File: config.mk
export PLATFORM = sky130hd
export DESIGN_NAME = nfam_alarm_mgr
export DESIGN_NICKNAME = d
export VERILOG_FILES = /design/src/hw/nfam_pkg.sv /design/src/hw/nfam_if.sv /design/src/hw/nfam_flag_bank.sv /design/src/hw/nfam_log_mem.sv /design/src/hw/nfam_alarm_mgr.sv
export SDC_FILE = /design/constraint.sdc
export NUM_CORES = 2
export LEC_CHECK = 0
export BUFFER_PORTS_ARGS = -buffer_cell sky130_fd_sc_hd__buf_2
export CORE_UTILIZATION = 30
export CTS_CLUSTER_SIZE = 8
export DETAILED_ROUTE_END_ITERATION = 8
export GPL_ROUTABILITY_DRIVEN = 1
export HOLD_SLACK_MARGIN = 0.08
export SLEW_MARGIN = 20
export SYNTH_ARGS = -nofsm -noshare
export SYNTH_HDL_FRONTEND = slang
export SYNTH_HIERARCHICAL = 1
export SYNTH_SLANG_ARGS = --single-unit
File: constraint.sdc
create_clock -name clk_sys -period 7.7 [get_ports clk_sys]
set_input_delay 1.54 -clock clk_sys [delete_from_list [all_inputs] [get_ports clk_sys]]
set_output_delay 1.54 -clock clk_sys [all_outputs]
set_load 0.02 [all_outputs]
File: src/hw/nfam_pkg.sv
package nfam_pkg;

  // Lamp blink timing
  localparam int unsigned CLK_PERIOD_NS = 5;
  localparam int unsigned LAMP_HALF_MS = 500;
  localparam int unsigned LAMP_HALF_CYC = LAMP_HALF_MS * 1000000 / CLK_PERIOD_NS;

  // Alarm numbers and selectors
  localparam logic [15:0] NUM_CLEAR = 16'h0000;
  localparam logic [15:0] ALARM_MAX = 16'h01FF;
  localparam logic [15:0] SEL_ONE_MIN = 16'h0001;
  localparam logic [15:0] SEL_ONE_MAX = 16'h01FF;
  localparam logic [15:0] SEL_ALL = 16'hFFFF;
  localparam logic [15:0] USER_CODE_BASE = 16'h4100;
  localparam logic [15:0] CODE_NONE = 16'h0000;

  // Executed-alarm flag array, bit n belongs to alarm n
  localparam int unsigned FLAG_N = 512;
  localparam int unsigned IDX_W = 9;

  // Simulated system error codes and their slots
  localparam logic [15:0] SYS_ANALOG = 16'h008A;
  localparam logic [15:0] SYS_SETUP = 16'h009B;
  localparam logic [15:0] SYS_OPTION = 16'h00D1;
  localparam logic [15:0] SYS_BATTERY = 16'h00F7;
  localparam logic [15:0] OPT_SLOT = 16'h0001;
  localparam int unsigned SYS_N = 4;
  localparam logic [1:0] SK_ANALOG = 2'h0;
  localparam logic [1:0] SK_SETUP = 2'h1;
  localparam logic [1:0] SK_OPTION = 2'h2;
  localparam logic [1:0] SK_BATTERY = 2'h3;

  // Error log ring
  localparam int unsigned LOG_DEPTH = 20;
  localparam int unsigned LOG_AW = 5;
  localparam int unsigned CODE_W = 16;
  localparam int unsigned TIME_W = 32;
  localparam int unsigned LOG_W = CODE_W + TIME_W;
  localparam logic [4:0] LOG_LAST = 5'h13;
  localparam logic [4:0] LOG_FULL = 5'h14;

  // Message
  localparam int unsigned MSG_CHARS = 16;
  localparam int unsigned MSG_W = 128;
  localparam logic [7:0] MSG_END = 8'h00;

  typedef enum logic [2:0] {
    OP_NONE = 3'h0,
    OP_RAISE_USER = 3'h1,
    OP_RAISE_SYS = 3'h3,
    OP_CLR_ONE = 3'h2,
    OP_CLR_ALL = 3'h6,
    OP_CLR_TOP = 3'h7,
    OP_BAD = 3'h5
  } nfam_op_t;

  function automatic logic sys_known(input logic [15:0] code);
    return (code == SYS_ANALOG) || (code == SYS_SETUP) || (code == SYS_OPTION) || (code == SYS_BATTERY);
  endfunction

  function automatic logic sys_valid(input logic [15:0] code, input logic [15:0] detail);
    return sys_known(code) && ((code != SYS_OPTION) || (detail == OPT_SLOT));
  endfunction

  function automatic logic [1:0] sys_kind_of(input logic [15:0] code);
    case (code)
      SYS_SETUP: return SK_SETUP;
      SYS_OPTION: return SK_OPTION;
      SYS_BATTERY: return SK_BATTERY;
      default: return SK_ANALOG;
    endcase
  endfunction

  function automatic logic [15:0] sys_code_of(input logic [1:0] kind);
    case (kind)
      SK_SETUP: return SYS_SETUP;
      SK_OPTION: return SYS_OPTION;
      SK_BATTERY: return SYS_BATTERY;
      default: return SYS_ANALOG;
    endcase
  endfunction

endpackage

File: src/hw/nfam_if.sv
`timescale 1ns/10ps
`default_nettype none

interface nfam_flag_if;
  logic set;
  logic clr;
  logic clr_all;
  logic [nfam_pkg::IDX_W-1:0] idx;
  logic [nfam_pkg::FLAG_N-1:0] flags;
  logic any;
  logic [nfam_pkg::IDX_W-1:0] lowest;
  logic [nfam_pkg::IDX_W-1:0] highest;
  modport ctrl (output set, output clr, output clr_all, output idx,
                input flags, input any, input lowest, input highest);
  modport bank (input set, input clr, input clr_all, input idx,
                output flags, output any, output lowest, output highest);
endinterface

interface nfam_log_if;
  logic we;
  logic [nfam_pkg::LOG_AW-1:0] waddr;
  logic [nfam_pkg::LOG_W-1:0] wdata;
  logic [nfam_pkg::LOG_AW-1:0] raddr;
  logic [nfam_pkg::LOG_W-1:0] rdata;
  modport ctrl (output we, output waddr, output wdata, output raddr, input rdata);
  modport mem (input we, input waddr, input wdata, input raddr, output rdata);
endinterface

`default_nettype wire

File: src/hw/nfam_flag_bank.sv
`timescale 1ns/10ps
`default_nettype none

module nfam_flag_bank
  import nfam_pkg::*;
(
  input wire logic clk_sys,
  input wire logic srst,
  nfam_flag_if.bank fif
);

  logic [FLAG_N-1:0] flags_q;
  logic [IDX_W-1:0] lo;
  logic [IDX_W-1:0] hi;

  always_ff @(posedge clk_sys)
  begin
    if (srst || fif.clr_all)
      flags_q <= '0;
    else
    begin
      if (fif.set)
        flags_q[fif.idx] <= 1'b1;
      if (fif.clr)
        flags_q[fif.idx] <= 1'b0;
    end
  end

  // Lowest and highest pending alarm numbers; bit 0 is never set
  always_comb
  begin
    lo = '0;
    hi = '0;
    for (int i = FLAG_N - 1; i >= 1; i--)
      if (flags_q[i])
        lo = IDX_W'(i);
    for (int i = 1; i < FLAG_N; i++)
      if (flags_q[i])
        hi = IDX_W'(i);
  end

  assign fif.flags = flags_q;
  assign fif.any = |flags_q;
  assign fif.lowest = lo;
  assign fif.highest = hi;

endmodule

`default_nettype wire

File: src/hw/nfam_log_mem.sv
`timescale 1ns/10ps
`default_nettype none

module nfam_log_mem
  import nfam_pkg::*;
(
  input wire logic clk_sys,
  input wire logic srst,
  nfam_log_if.mem lif
);

  logic [LOG_W-1:0] mem_q [LOG_DEPTH];
  logic [LOG_W-1:0] rdata_q;

  always_ff @(posedge clk_sys)
  begin
    if (lif.we)
      mem_q[lif.waddr] <= lif.wdata;
  end

  always_ff @(posedge clk_sys)
  begin
    if (srst)
      rdata_q <= '0;
    else
      rdata_q <= mem_q[lif.raddr];
  end

  assign lif.rdata = rdata_q;

endmodule

`default_nettype wire

File: src/hw/nfam_alarm_mgr.sv
// Functional notes
// - Selector 1..1FF clears that user alarm
// - Selector FFFF clears every non-fatal error
// - Other selector clears most serious, lowest user
// - User alarm sets summary flag, keeps running
// - User alarm sets its executed-alarm flag
// - User alarm code is 4100 plus number
// - User alarm logged with code and time
// - Any non-fatal error flashes fault lamp
// - Word message: 16 chars, MSB first, null-ended
// - Shown message follows live message words
// - Error code word holds highest code
// - Dummy number raises logged simulated system error
// - Simulated error leaves user flags alone
// - Repeated simulated errors each raise distinctly
// - Known simulated codes and detail checks
// - Simulated error cleared by fix strobe, clear all or clear top
// - Suppression skips only user alarm logging
// - Suppressed alarms still set flags and code
// - Clear one drops its flag and summary
// - Clear top updates code and user flags
// - Simulated option error sets option flag
// - Bad number or simulated operands flag error
// - Log keeps only newest 20 entries
`timescale 1ns/10ps
`default_nettype none

module nfam_alarm_mgr
  import nfam_pkg::*;
#(
  parameter int unsigned LAMP_HALF = LAMP_HALF_CYC
)
(
  input wire logic clk_sys,
  input wire logic srst,
  input wire logic instr_strobe,
  input wire logic [15:0] alarm_num,
  input wire logic sel_is_word,
  input wire logic [15:0] sel_value,
  input wire logic [15:0] op_word0,
  input wire logic [15:0] op_word1,
  input wire logic [MSG_W-1:0] msg_words,
  input wire logic [15:0] dummy_num,
  input wire logic log_suppress,
  input wire logic [TIME_W-1:0] time_now,
  input wire logic sys_fix_strobe,
  input wire logic [15:0] sys_fix_code,
  input wire logic [LOG_AW-1:0] log_rd_age,
  output logic instr_error_flag,
  output logic user_alarm_flag,
  output logic [FLAG_N-1:0] exec_flags,
  output logic [15:0] err_code,
  output logic [15:0] err_detail,
  output logic [SYS_N-1:0] sys_err_active,
  output logic opt_board_err,
  output logic fault_lamp,
  output logic fault_lamp_flash,
  output logic msg_valid,
  output logic [MSG_W-1:0] msg_chars,
  output logic [LOG_AW-1:0] msg_len,
  output logic [LOG_AW-1:0] log_count,
  output logic [CODE_W-1:0] log_rd_code,
  output logic [TIME_W-1:0] log_rd_time
);

  nfam_flag_if fif ();
  nfam_log_if lif ();

  nfam_flag_bank u_bank (
    .clk_sys(clk_sys),
    .srst(srst),
    .fif(fif)
  );

  nfam_log_mem u_log (
    .clk_sys(clk_sys),
    .srst(srst),
    .lif(lif)
  );

  function automatic logic [1:0] hi_sys(input logic [SYS_N-1:0] act);
    logic [1:0] k;
    k = SK_ANALOG;
    for (int i = 0; i < SYS_N; i++)
      if (act[i])
        k = 2'(i);
    return k;
  endfunction

  function automatic logic [LOG_AW-1:0] log_slot(input logic [LOG_AW-1:0] wr, input logic [LOG_AW-1:0] age);
    logic [5:0] t;
    logic [LOG_AW-1:0] a;
    a = (age > LOG_LAST) ? LOG_LAST : age;
    t = {1'b0, wr} + 6'(LOG_DEPTH) - 6'h01 - {1'b0, a};
    if (t >= 6'(LOG_DEPTH))
      t = t - 6'(LOG_DEPTH);
    return t[LOG_AW-1:0];
  endfunction

  nfam_op_t op;
  logic instr_error_flag_q;
  logic user_alarm_flag_q;
  logic [15:0] err_code_q;
  logic [15:0] sys_detail_q;
  logic [SYS_N-1:0] sys_act_q;
  logic [SYS_N-1:0] sys_set;
  logic [SYS_N-1:0] sys_clr;
  logic clr_top_user;
  logic clr_top_sys;
  logic [15:0] user_code;
  logic [15:0] sys_code;
  logic [15:0] log_code;
  logic log_we;
  logic [LOG_AW-1:0] wr_ptr_q;
  logic [LOG_AW-1:0] log_count_q;
  logic msg_active_q;
  logic [IDX_W-1:0] msg_num_q;
  logic [MSG_W-1:0] msg_d;
  logic [LOG_AW-1:0] len_d;
  logic [MSG_W-1:0] msg_chars_q;
  logic [LOG_AW-1:0] msg_len_q;
  logic lamp_flash_q;
  logic lamp_q;
  logic [31:0] lamp_cnt_q;

  // Instruction decode, valid only in the strobe cycle
  always_comb
  begin
    op = OP_NONE;
    if (instr_strobe)
    begin
      if (alarm_num > ALARM_MAX)
        op = OP_BAD;
      else if (alarm_num == NUM_CLEAR)
      begin
        if (sel_is_word)
          op = OP_CLR_TOP;
        else if (sel_value == SEL_ALL)
          op = OP_CLR_ALL;
        else if (sel_value >= SEL_ONE_MIN && sel_value <= SEL_ONE_MAX)
          op = OP_CLR_ONE;
        else
          op = OP_CLR_TOP;
      end
      else if (alarm_num == dummy_num)
        op = sys_valid(op_word0, op_word1) ? OP_RAISE_SYS : OP_BAD;
      else
        op = OP_RAISE_USER;
    end
  end

  // User alarms outrank every simulated code, so clear top picks users first
  assign clr_top_user = (op == OP_CLR_TOP) && fif.any;
  assign clr_top_sys = (op == OP_CLR_TOP) && !fif.any && (|sys_act_q);

  assign fif.set = (op == OP_RAISE_USER);
  assign fif.clr = (op == OP_CLR_ONE) || clr_top_user;
  assign fif.clr_all = (op == OP_CLR_ALL);
  assign fif.idx = (op == OP_CLR_ONE) ? sel_value[IDX_W-1:0] :
                   clr_top_user ? fif.lowest : alarm_num[IDX_W-1:0];

  always_comb
  begin
    sys_set = '0;
    sys_clr = '0;
    if (op == OP_RAISE_SYS)
      sys_set[sys_kind_of(op_word0)] = 1'b1;
    if (sys_fix_strobe && sys_known(sys_fix_code))
      sys_clr[sys_kind_of(sys_fix_code)] = 1'b1;
    if (clr_top_sys)
      sys_clr[hi_sys(sys_act_q)] = 1'b1;
  end

  // Set wins over any clear arriving in the same cycle
  always_ff @(posedge clk_sys)
  begin
    if (srst || op == OP_CLR_ALL)
      sys_act_q <= '0;
    else
      sys_act_q <= (sys_act_q & ~sys_clr) | sys_set;
  end

  always_ff @(posedge clk_sys)
  begin
    if (srst)
      sys_detail_q <= '0;
    else if (op == OP_RAISE_SYS)
      sys_detail_q <= op_word1;
  end

  always_ff @(posedge clk_sys)
  begin
    if (srst)
      instr_error_flag_q <= 1'b0;
    else if (instr_strobe)
      instr_error_flag_q <= (op == OP_BAD);
  end

  always_ff @(posedge clk_sys)
  begin
    if (srst)
      user_alarm_flag_q <= 1'b0;
    else if (op == OP_RAISE_USER)
      user_alarm_flag_q <= 1'b1;
    else if (op == OP_CLR_ONE || op == OP_CLR_ALL || clr_top_user)
      user_alarm_flag_q <= 1'b0;
  end

  // Error code word follows the highest pending code
  assign user_code = fif.any ? (USER_CODE_BASE + {7'h00, fif.highest}) : CODE_NONE;
  assign sys_code = (|sys_act_q) ? sys_code_of(hi_sys(sys_act_q)) : CODE_NONE;

  always_ff @(posedge clk_sys)
  begin
    if (srst)
      err_code_q <= CODE_NONE;
    else
      err_code_q <= (user_code > sys_code) ? user_code : sys_code;
  end

  // Error log ring, oldest entry overwritten once full
  assign log_we = ((op == OP_RAISE_USER) && !log_suppress) || (op == OP_RAISE_SYS);
  assign log_code = (op == OP_RAISE_SYS) ? op_word0 : (USER_CODE_BASE + alarm_num);
  assign lif.we = log_we;
  assign lif.waddr = wr_ptr_q;
  assign lif.wdata = {log_code, time_now};
  assign lif.raddr = log_slot(wr_ptr_q, log_rd_age);

  always_ff @(posedge clk_sys)
  begin
    if (srst)
      wr_ptr_q <= '0;
    else if (log_we)
      wr_ptr_q <= (wr_ptr_q == LOG_LAST) ? '0 : wr_ptr_q + 5'h01;
  end

  always_ff @(posedge clk_sys)
  begin
    if (srst)
      log_count_q <= '0;
    else if (log_we && log_count_q != LOG_FULL)
      log_count_q <= log_count_q + 5'h01;
  end

  // Message registration; characters are refreshed from the live words
  always_ff @(posedge clk_sys)
  begin
    if (srst)
    begin
      msg_active_q <= 1'b0;
      msg_num_q <= '0;
    end
    else if (op == OP_RAISE_USER && sel_is_word)
    begin
      msg_active_q <= 1'b1;
      msg_num_q <= alarm_num[IDX_W-1:0];
    end
    else if (op == OP_CLR_ALL || ((op == OP_CLR_ONE || clr_top_user) && fif.idx == msg_num_q))
      msg_active_q <= 1'b0;
  end

  always_comb
  begin
    logic stop;
    stop = 1'b0;
    msg_d = '0;
    len_d = '0;
    for (int i = 0; i < MSG_CHARS; i++)
    begin
      if (!stop)
      begin
        if (msg_words[MSG_W-1-8*i -: 8] == MSG_END)
          stop = 1'b1;
        else
        begin
          msg_d[MSG_W-1-8*i -: 8] = msg_words[MSG_W-1-8*i -: 8];
          len_d = len_d + 5'h01;
        end
      end
    end
  end

  always_ff @(posedge clk_sys)
  begin
    if (srst || !msg_active_q)
    begin
      msg_chars_q <= '0;
      msg_len_q <= '0;
    end
    else
    begin
      msg_chars_q <= msg_d;
      msg_len_q <= len_d;
    end
  end

  // Fault lamp blinks while any non-fatal error is pending
  always_ff @(posedge clk_sys)
  begin
    if (srst)
      lamp_flash_q <= 1'b0;
    else
      lamp_flash_q <= fif.any || (|sys_act_q);
  end

  always_ff @(posedge clk_sys)
  begin
    // Idle count sits at the wrap value so the lamp lights on the first flashing edge
    if (srst || !lamp_flash_q)
    begin
      lamp_cnt_q <= 32'(LAMP_HALF - 1);
      lamp_q <= 1'b0;
    end
    else if (lamp_cnt_q == 32'(LAMP_HALF - 1))
    begin
      lamp_cnt_q <= '0;
      lamp_q <= ~lamp_q;
    end
    else
      lamp_cnt_q <= lamp_cnt_q + 32'h00000001;
  end

  assign instr_error_flag = instr_error_flag_q;
  assign user_alarm_flag = user_alarm_flag_q;
  assign exec_flags = fif.flags;
  assign err_code = err_code_q;
  assign err_detail = sys_detail_q;
  assign sys_err_active = sys_act_q;
  assign opt_board_err = sys_act_q[SK_OPTION];
  assign fault_lamp = lamp_q;
  assign fault_lamp_flash = lamp_flash_q;
  assign msg_valid = msg_active_q;
  assign msg_chars = msg_chars_q;
  assign msg_len = msg_len_q;
  assign log_count = log_count_q;
  assign log_rd_code = lif.rdata[LOG_W-1:TIME_W];
  assign log_rd_time = lif.rdata[TIME_W-1:0];

  // Checking helpers
  logic [IDX_W-1:0] ast_idx_q;
  logic [7:0] ast_msg0_q;
  always_ff @(posedge clk_sys)
  begin
    ast_idx_q <= fif.idx;
    ast_msg0_q <= msg_words[MSG_W-1 -: 8];
  end
endmodule

`default_nettype wire

==> out/results.ini <==
[sta]
hold_viol_final=0
period_share_pct=96.0
setup_viol_count_final=0
slew_headroom_pct=18.0
tightest_slew_ps=1200
fin_crit_ps=7390
fin_skew_ps=107
holdWs_ps=447
fmax_mhz=135
tns_ps=0
drv_slew=0

[pwr]
ir_drop_mv=0.232
p_leak_uw=0.0352
total_power_uw=21100
powerDensity_nw_per_um2=222

[global_routing]
grt_max_degree=178
grt_pass1_vias=62700
grt_pass1_wl_mm=479
grt_use_total_pct=25.1
antenna_found_initial=44
grt.overflow.total=0

[final_layout]
fillerInstances=25400
multiInputGateArea_um2=31900
register_area_um2=44400
final_cell_area_um2=95100
layout-drive-gt1-share_pct=22.4
synthToLayoutAreaGrowth_pct=21.4
nNetsFinal=8340

[routing]
avgViaCountPerCell=5.79
drt_iter0_drc=8012
postRouteAntennaNets=0
wl_per_cell_um=29.9
wl_mm=347
drc=0
vias=67000
dr.pass1.iters=6

[clocking]
root_buffer=clkbuf_16
tritoncts=yes
path_clk_slew_ps=60
cts.path.max_buffers=4
cts_buffers=246
cts_sinks=1740
clkLatencyLatePin_ps=920
htreeDepth=4

[logic_synthesis]
synth.most_common_cell=edfxtp_1
yosys.area_share.adder_pct=0.658
synth.area.mux_share_pct=7.38
synth_top_family_by_area=compound AO/OA/AOI/OAI gates
synth_xor_area_share_pct=0.980
synth_top_cells_by_count=960 x edfxtp_1, 817 x a21oi_1, 780 x dfxtp_1
synth_cell_types=109
yosysWarnings=6
yosys-top-cells-area=edfxtp_1 37%, dfxtp_1 20%, a211oi_1 5.2%
synth-seq-area-share_pct=56.7
synth_seq_cells=1740
synth_top_area_share_pct=36.8
syn_avg_cell_area_um2=11.2
synth_area_leader_cell=edfxtp_1
async_flop_share_pct=0
synth_cells=7015
synth_flop_cell=edfxtp_1
synth-compound-area-share_pct=18.1
yosys.area_share.simple_pct=12.6
synth_edf_count=960
netlist_area_um2=78400

[critical_path]
critPathArrivalTime_ps=8190
start_kind=input port
r2r_setup_slack_ps=810
r2r_cells=16
crit_required_ps=8500
crit_top_cell=ha_1
reg2reg_from=u_bank/fif.flags[111]
cpPeakStageDelay_ps=590
crit_path_end_kind=register
worstReg2RegEnd=u_bank/fif.flags[472]
worstSetupPathType=in -> reg
cp_slowest_cell=or4_4
crit_path_max_fanout=3

[worst_hold_path]
whs_endpoint=err_detail[10]
min_from=err_detail[10]
min_path_cells=2
hp-class=reg -> reg

[placement]
gp_congestion=0.963
dp_hpwl_mm=237
place_area_um2=88100
port_buffers=1001

[flow_run]
drv_cap=0

[floorplanning]
core_region_area_um2=260000
die-width_um=513
num_rows=187
die_area_um2=263000
boundaryPins=1007
die_h_um=513
start_util_pct=30.2

[outcome]
status=finished, final reports clean

flip-flops by register name, indices dropped and copies added (netlist names):
name	count
msg_len	5
u_bank/fif.flags	512
sys_err_active	4
lif.waddr	5
log_count	5
msg_valid	1
u_log/lif.rdata	48
msg_chars	128
user_alarm_flag	1
err_code	11
fault_lamp_flash	1
fault_lamp	1
u_log/mem_q	960
msg_num_q	9
lamp_cnt_q	32
instr_error_flag	1
err_detail	16
metrics by stage:
stage	utilization (%)	setup slack [ps]	cells
6_report	36.6	310	11600
5_1_grt	36.6	-5.74	11600
4_1_cts	36.6	85.4	11600
3_5_place_dp	33.9	-930	11200
3_3_place_gp	33.9	-973	11200
2_1_floorplan	-	39.2	7019
critical path, delay by kind of cell:
family | cells | cell delay [ps]
AO/OA/AOI/OAI | 13 | 1810
XOR/XNOR | 2 | 360
adder cells (fa/ha/maj) | 8 | 2270
buffers and inverters | 3 | 330
multiplexers | 3 | 500
AND/OR/NAND/NOR | 9 | 1340
cell families (layout without fill, tap and decap cells):
kind of cell	Yosys count	after routing
flops	1740	1740
other cells	1	21
buf+inv	654	1800
xor+xnor	84	84
fa+ha+maj	41	41
mux	398	398
simple gates	1896	1896
compound gates	2201	2201
area by class of cell:
type	count	area share (%)
clock buffers	370	7.05
flip-flops and latches	1740	46.7
diodes	16	0.0421
inverters	211	0.833
clock inverters	9	0.175
repair buffers	1210	7.22
multi-input cells	4625	33.5
well taps	3402	4.47
where the power goes:
group          switching [µW]  internal (µW)
Clock                    4020           5910
Sequential               38.5           9870
Combinational             856            462
Total                    4910          16200
how the worst max path moves through the flow:
stage                    from    endpoint  slack [ps]  cells past startpoint
6_report       msg_words[118]  msg_len[4]         310                     38
5_1_grt        msg_words[118]  msg_len[4]          -6                     38
4_1_cts        msg_words[113]  msg_len[4]          90                     38
3_5_place_dp   msg_words[125]  msg_len[4]        -930                     40
3_3_place_gp   msg_words[125]  msg_len[4]        -970                     40
2_1_floorplan  msg_words[117]  msg_len[4]          40                     36
timing repair:
action	CTS	global route
pin swaps	0	5
setup buffers	0	1
hold buffers	0	0
resized for setup	2	16
setup endpoints to repair	1	2
layout by cell type, fill, tap and decap left out, types with 36 or more instances in the layout:
master	synthesis	final
buf_4	8	187
a2111oi_0	47	45
nand3_1	150	150
mux4_2	144	144
nor4_1	191	185
dfxtp_1	780	780
buf_2	40	1000
xnor2_1	50	45
nor3_1	159	158
o21bai_1	40	40
nand2_1	347	347
nand2b_1	47	46
clkbuf_16	0	247
nor2_1	504	417
clkbuf_1	348	117
or4_1	53	51
nand4_1	50	50
nor2_4	1	58
nor2b_1	45	40
o21ai_0	236	231
mux2i_1	253	253
o31ai_1	63	62
o211ai_1	83	83
inv_1	209	209
ha_1	38	36
and2_1	119	117
a21oi_1	817	815
edfxtp_1	960	960
a22oi_1	98	98
and3_1	66	66
a211oi_1	545	544
routing by layer:
metal	GRT usage [%]	part of all wire (%)	up-vias	wire length (µm)
li1	-	-	29100	-
met1	30.6	38	33100	132000
met2	41.2	47	3928	162000
met3	5.96	9.3	863	32300
met4	13.1	5.9	14	20400
met5	0	0.025	-	87
(Power assumes the default switching activity.)
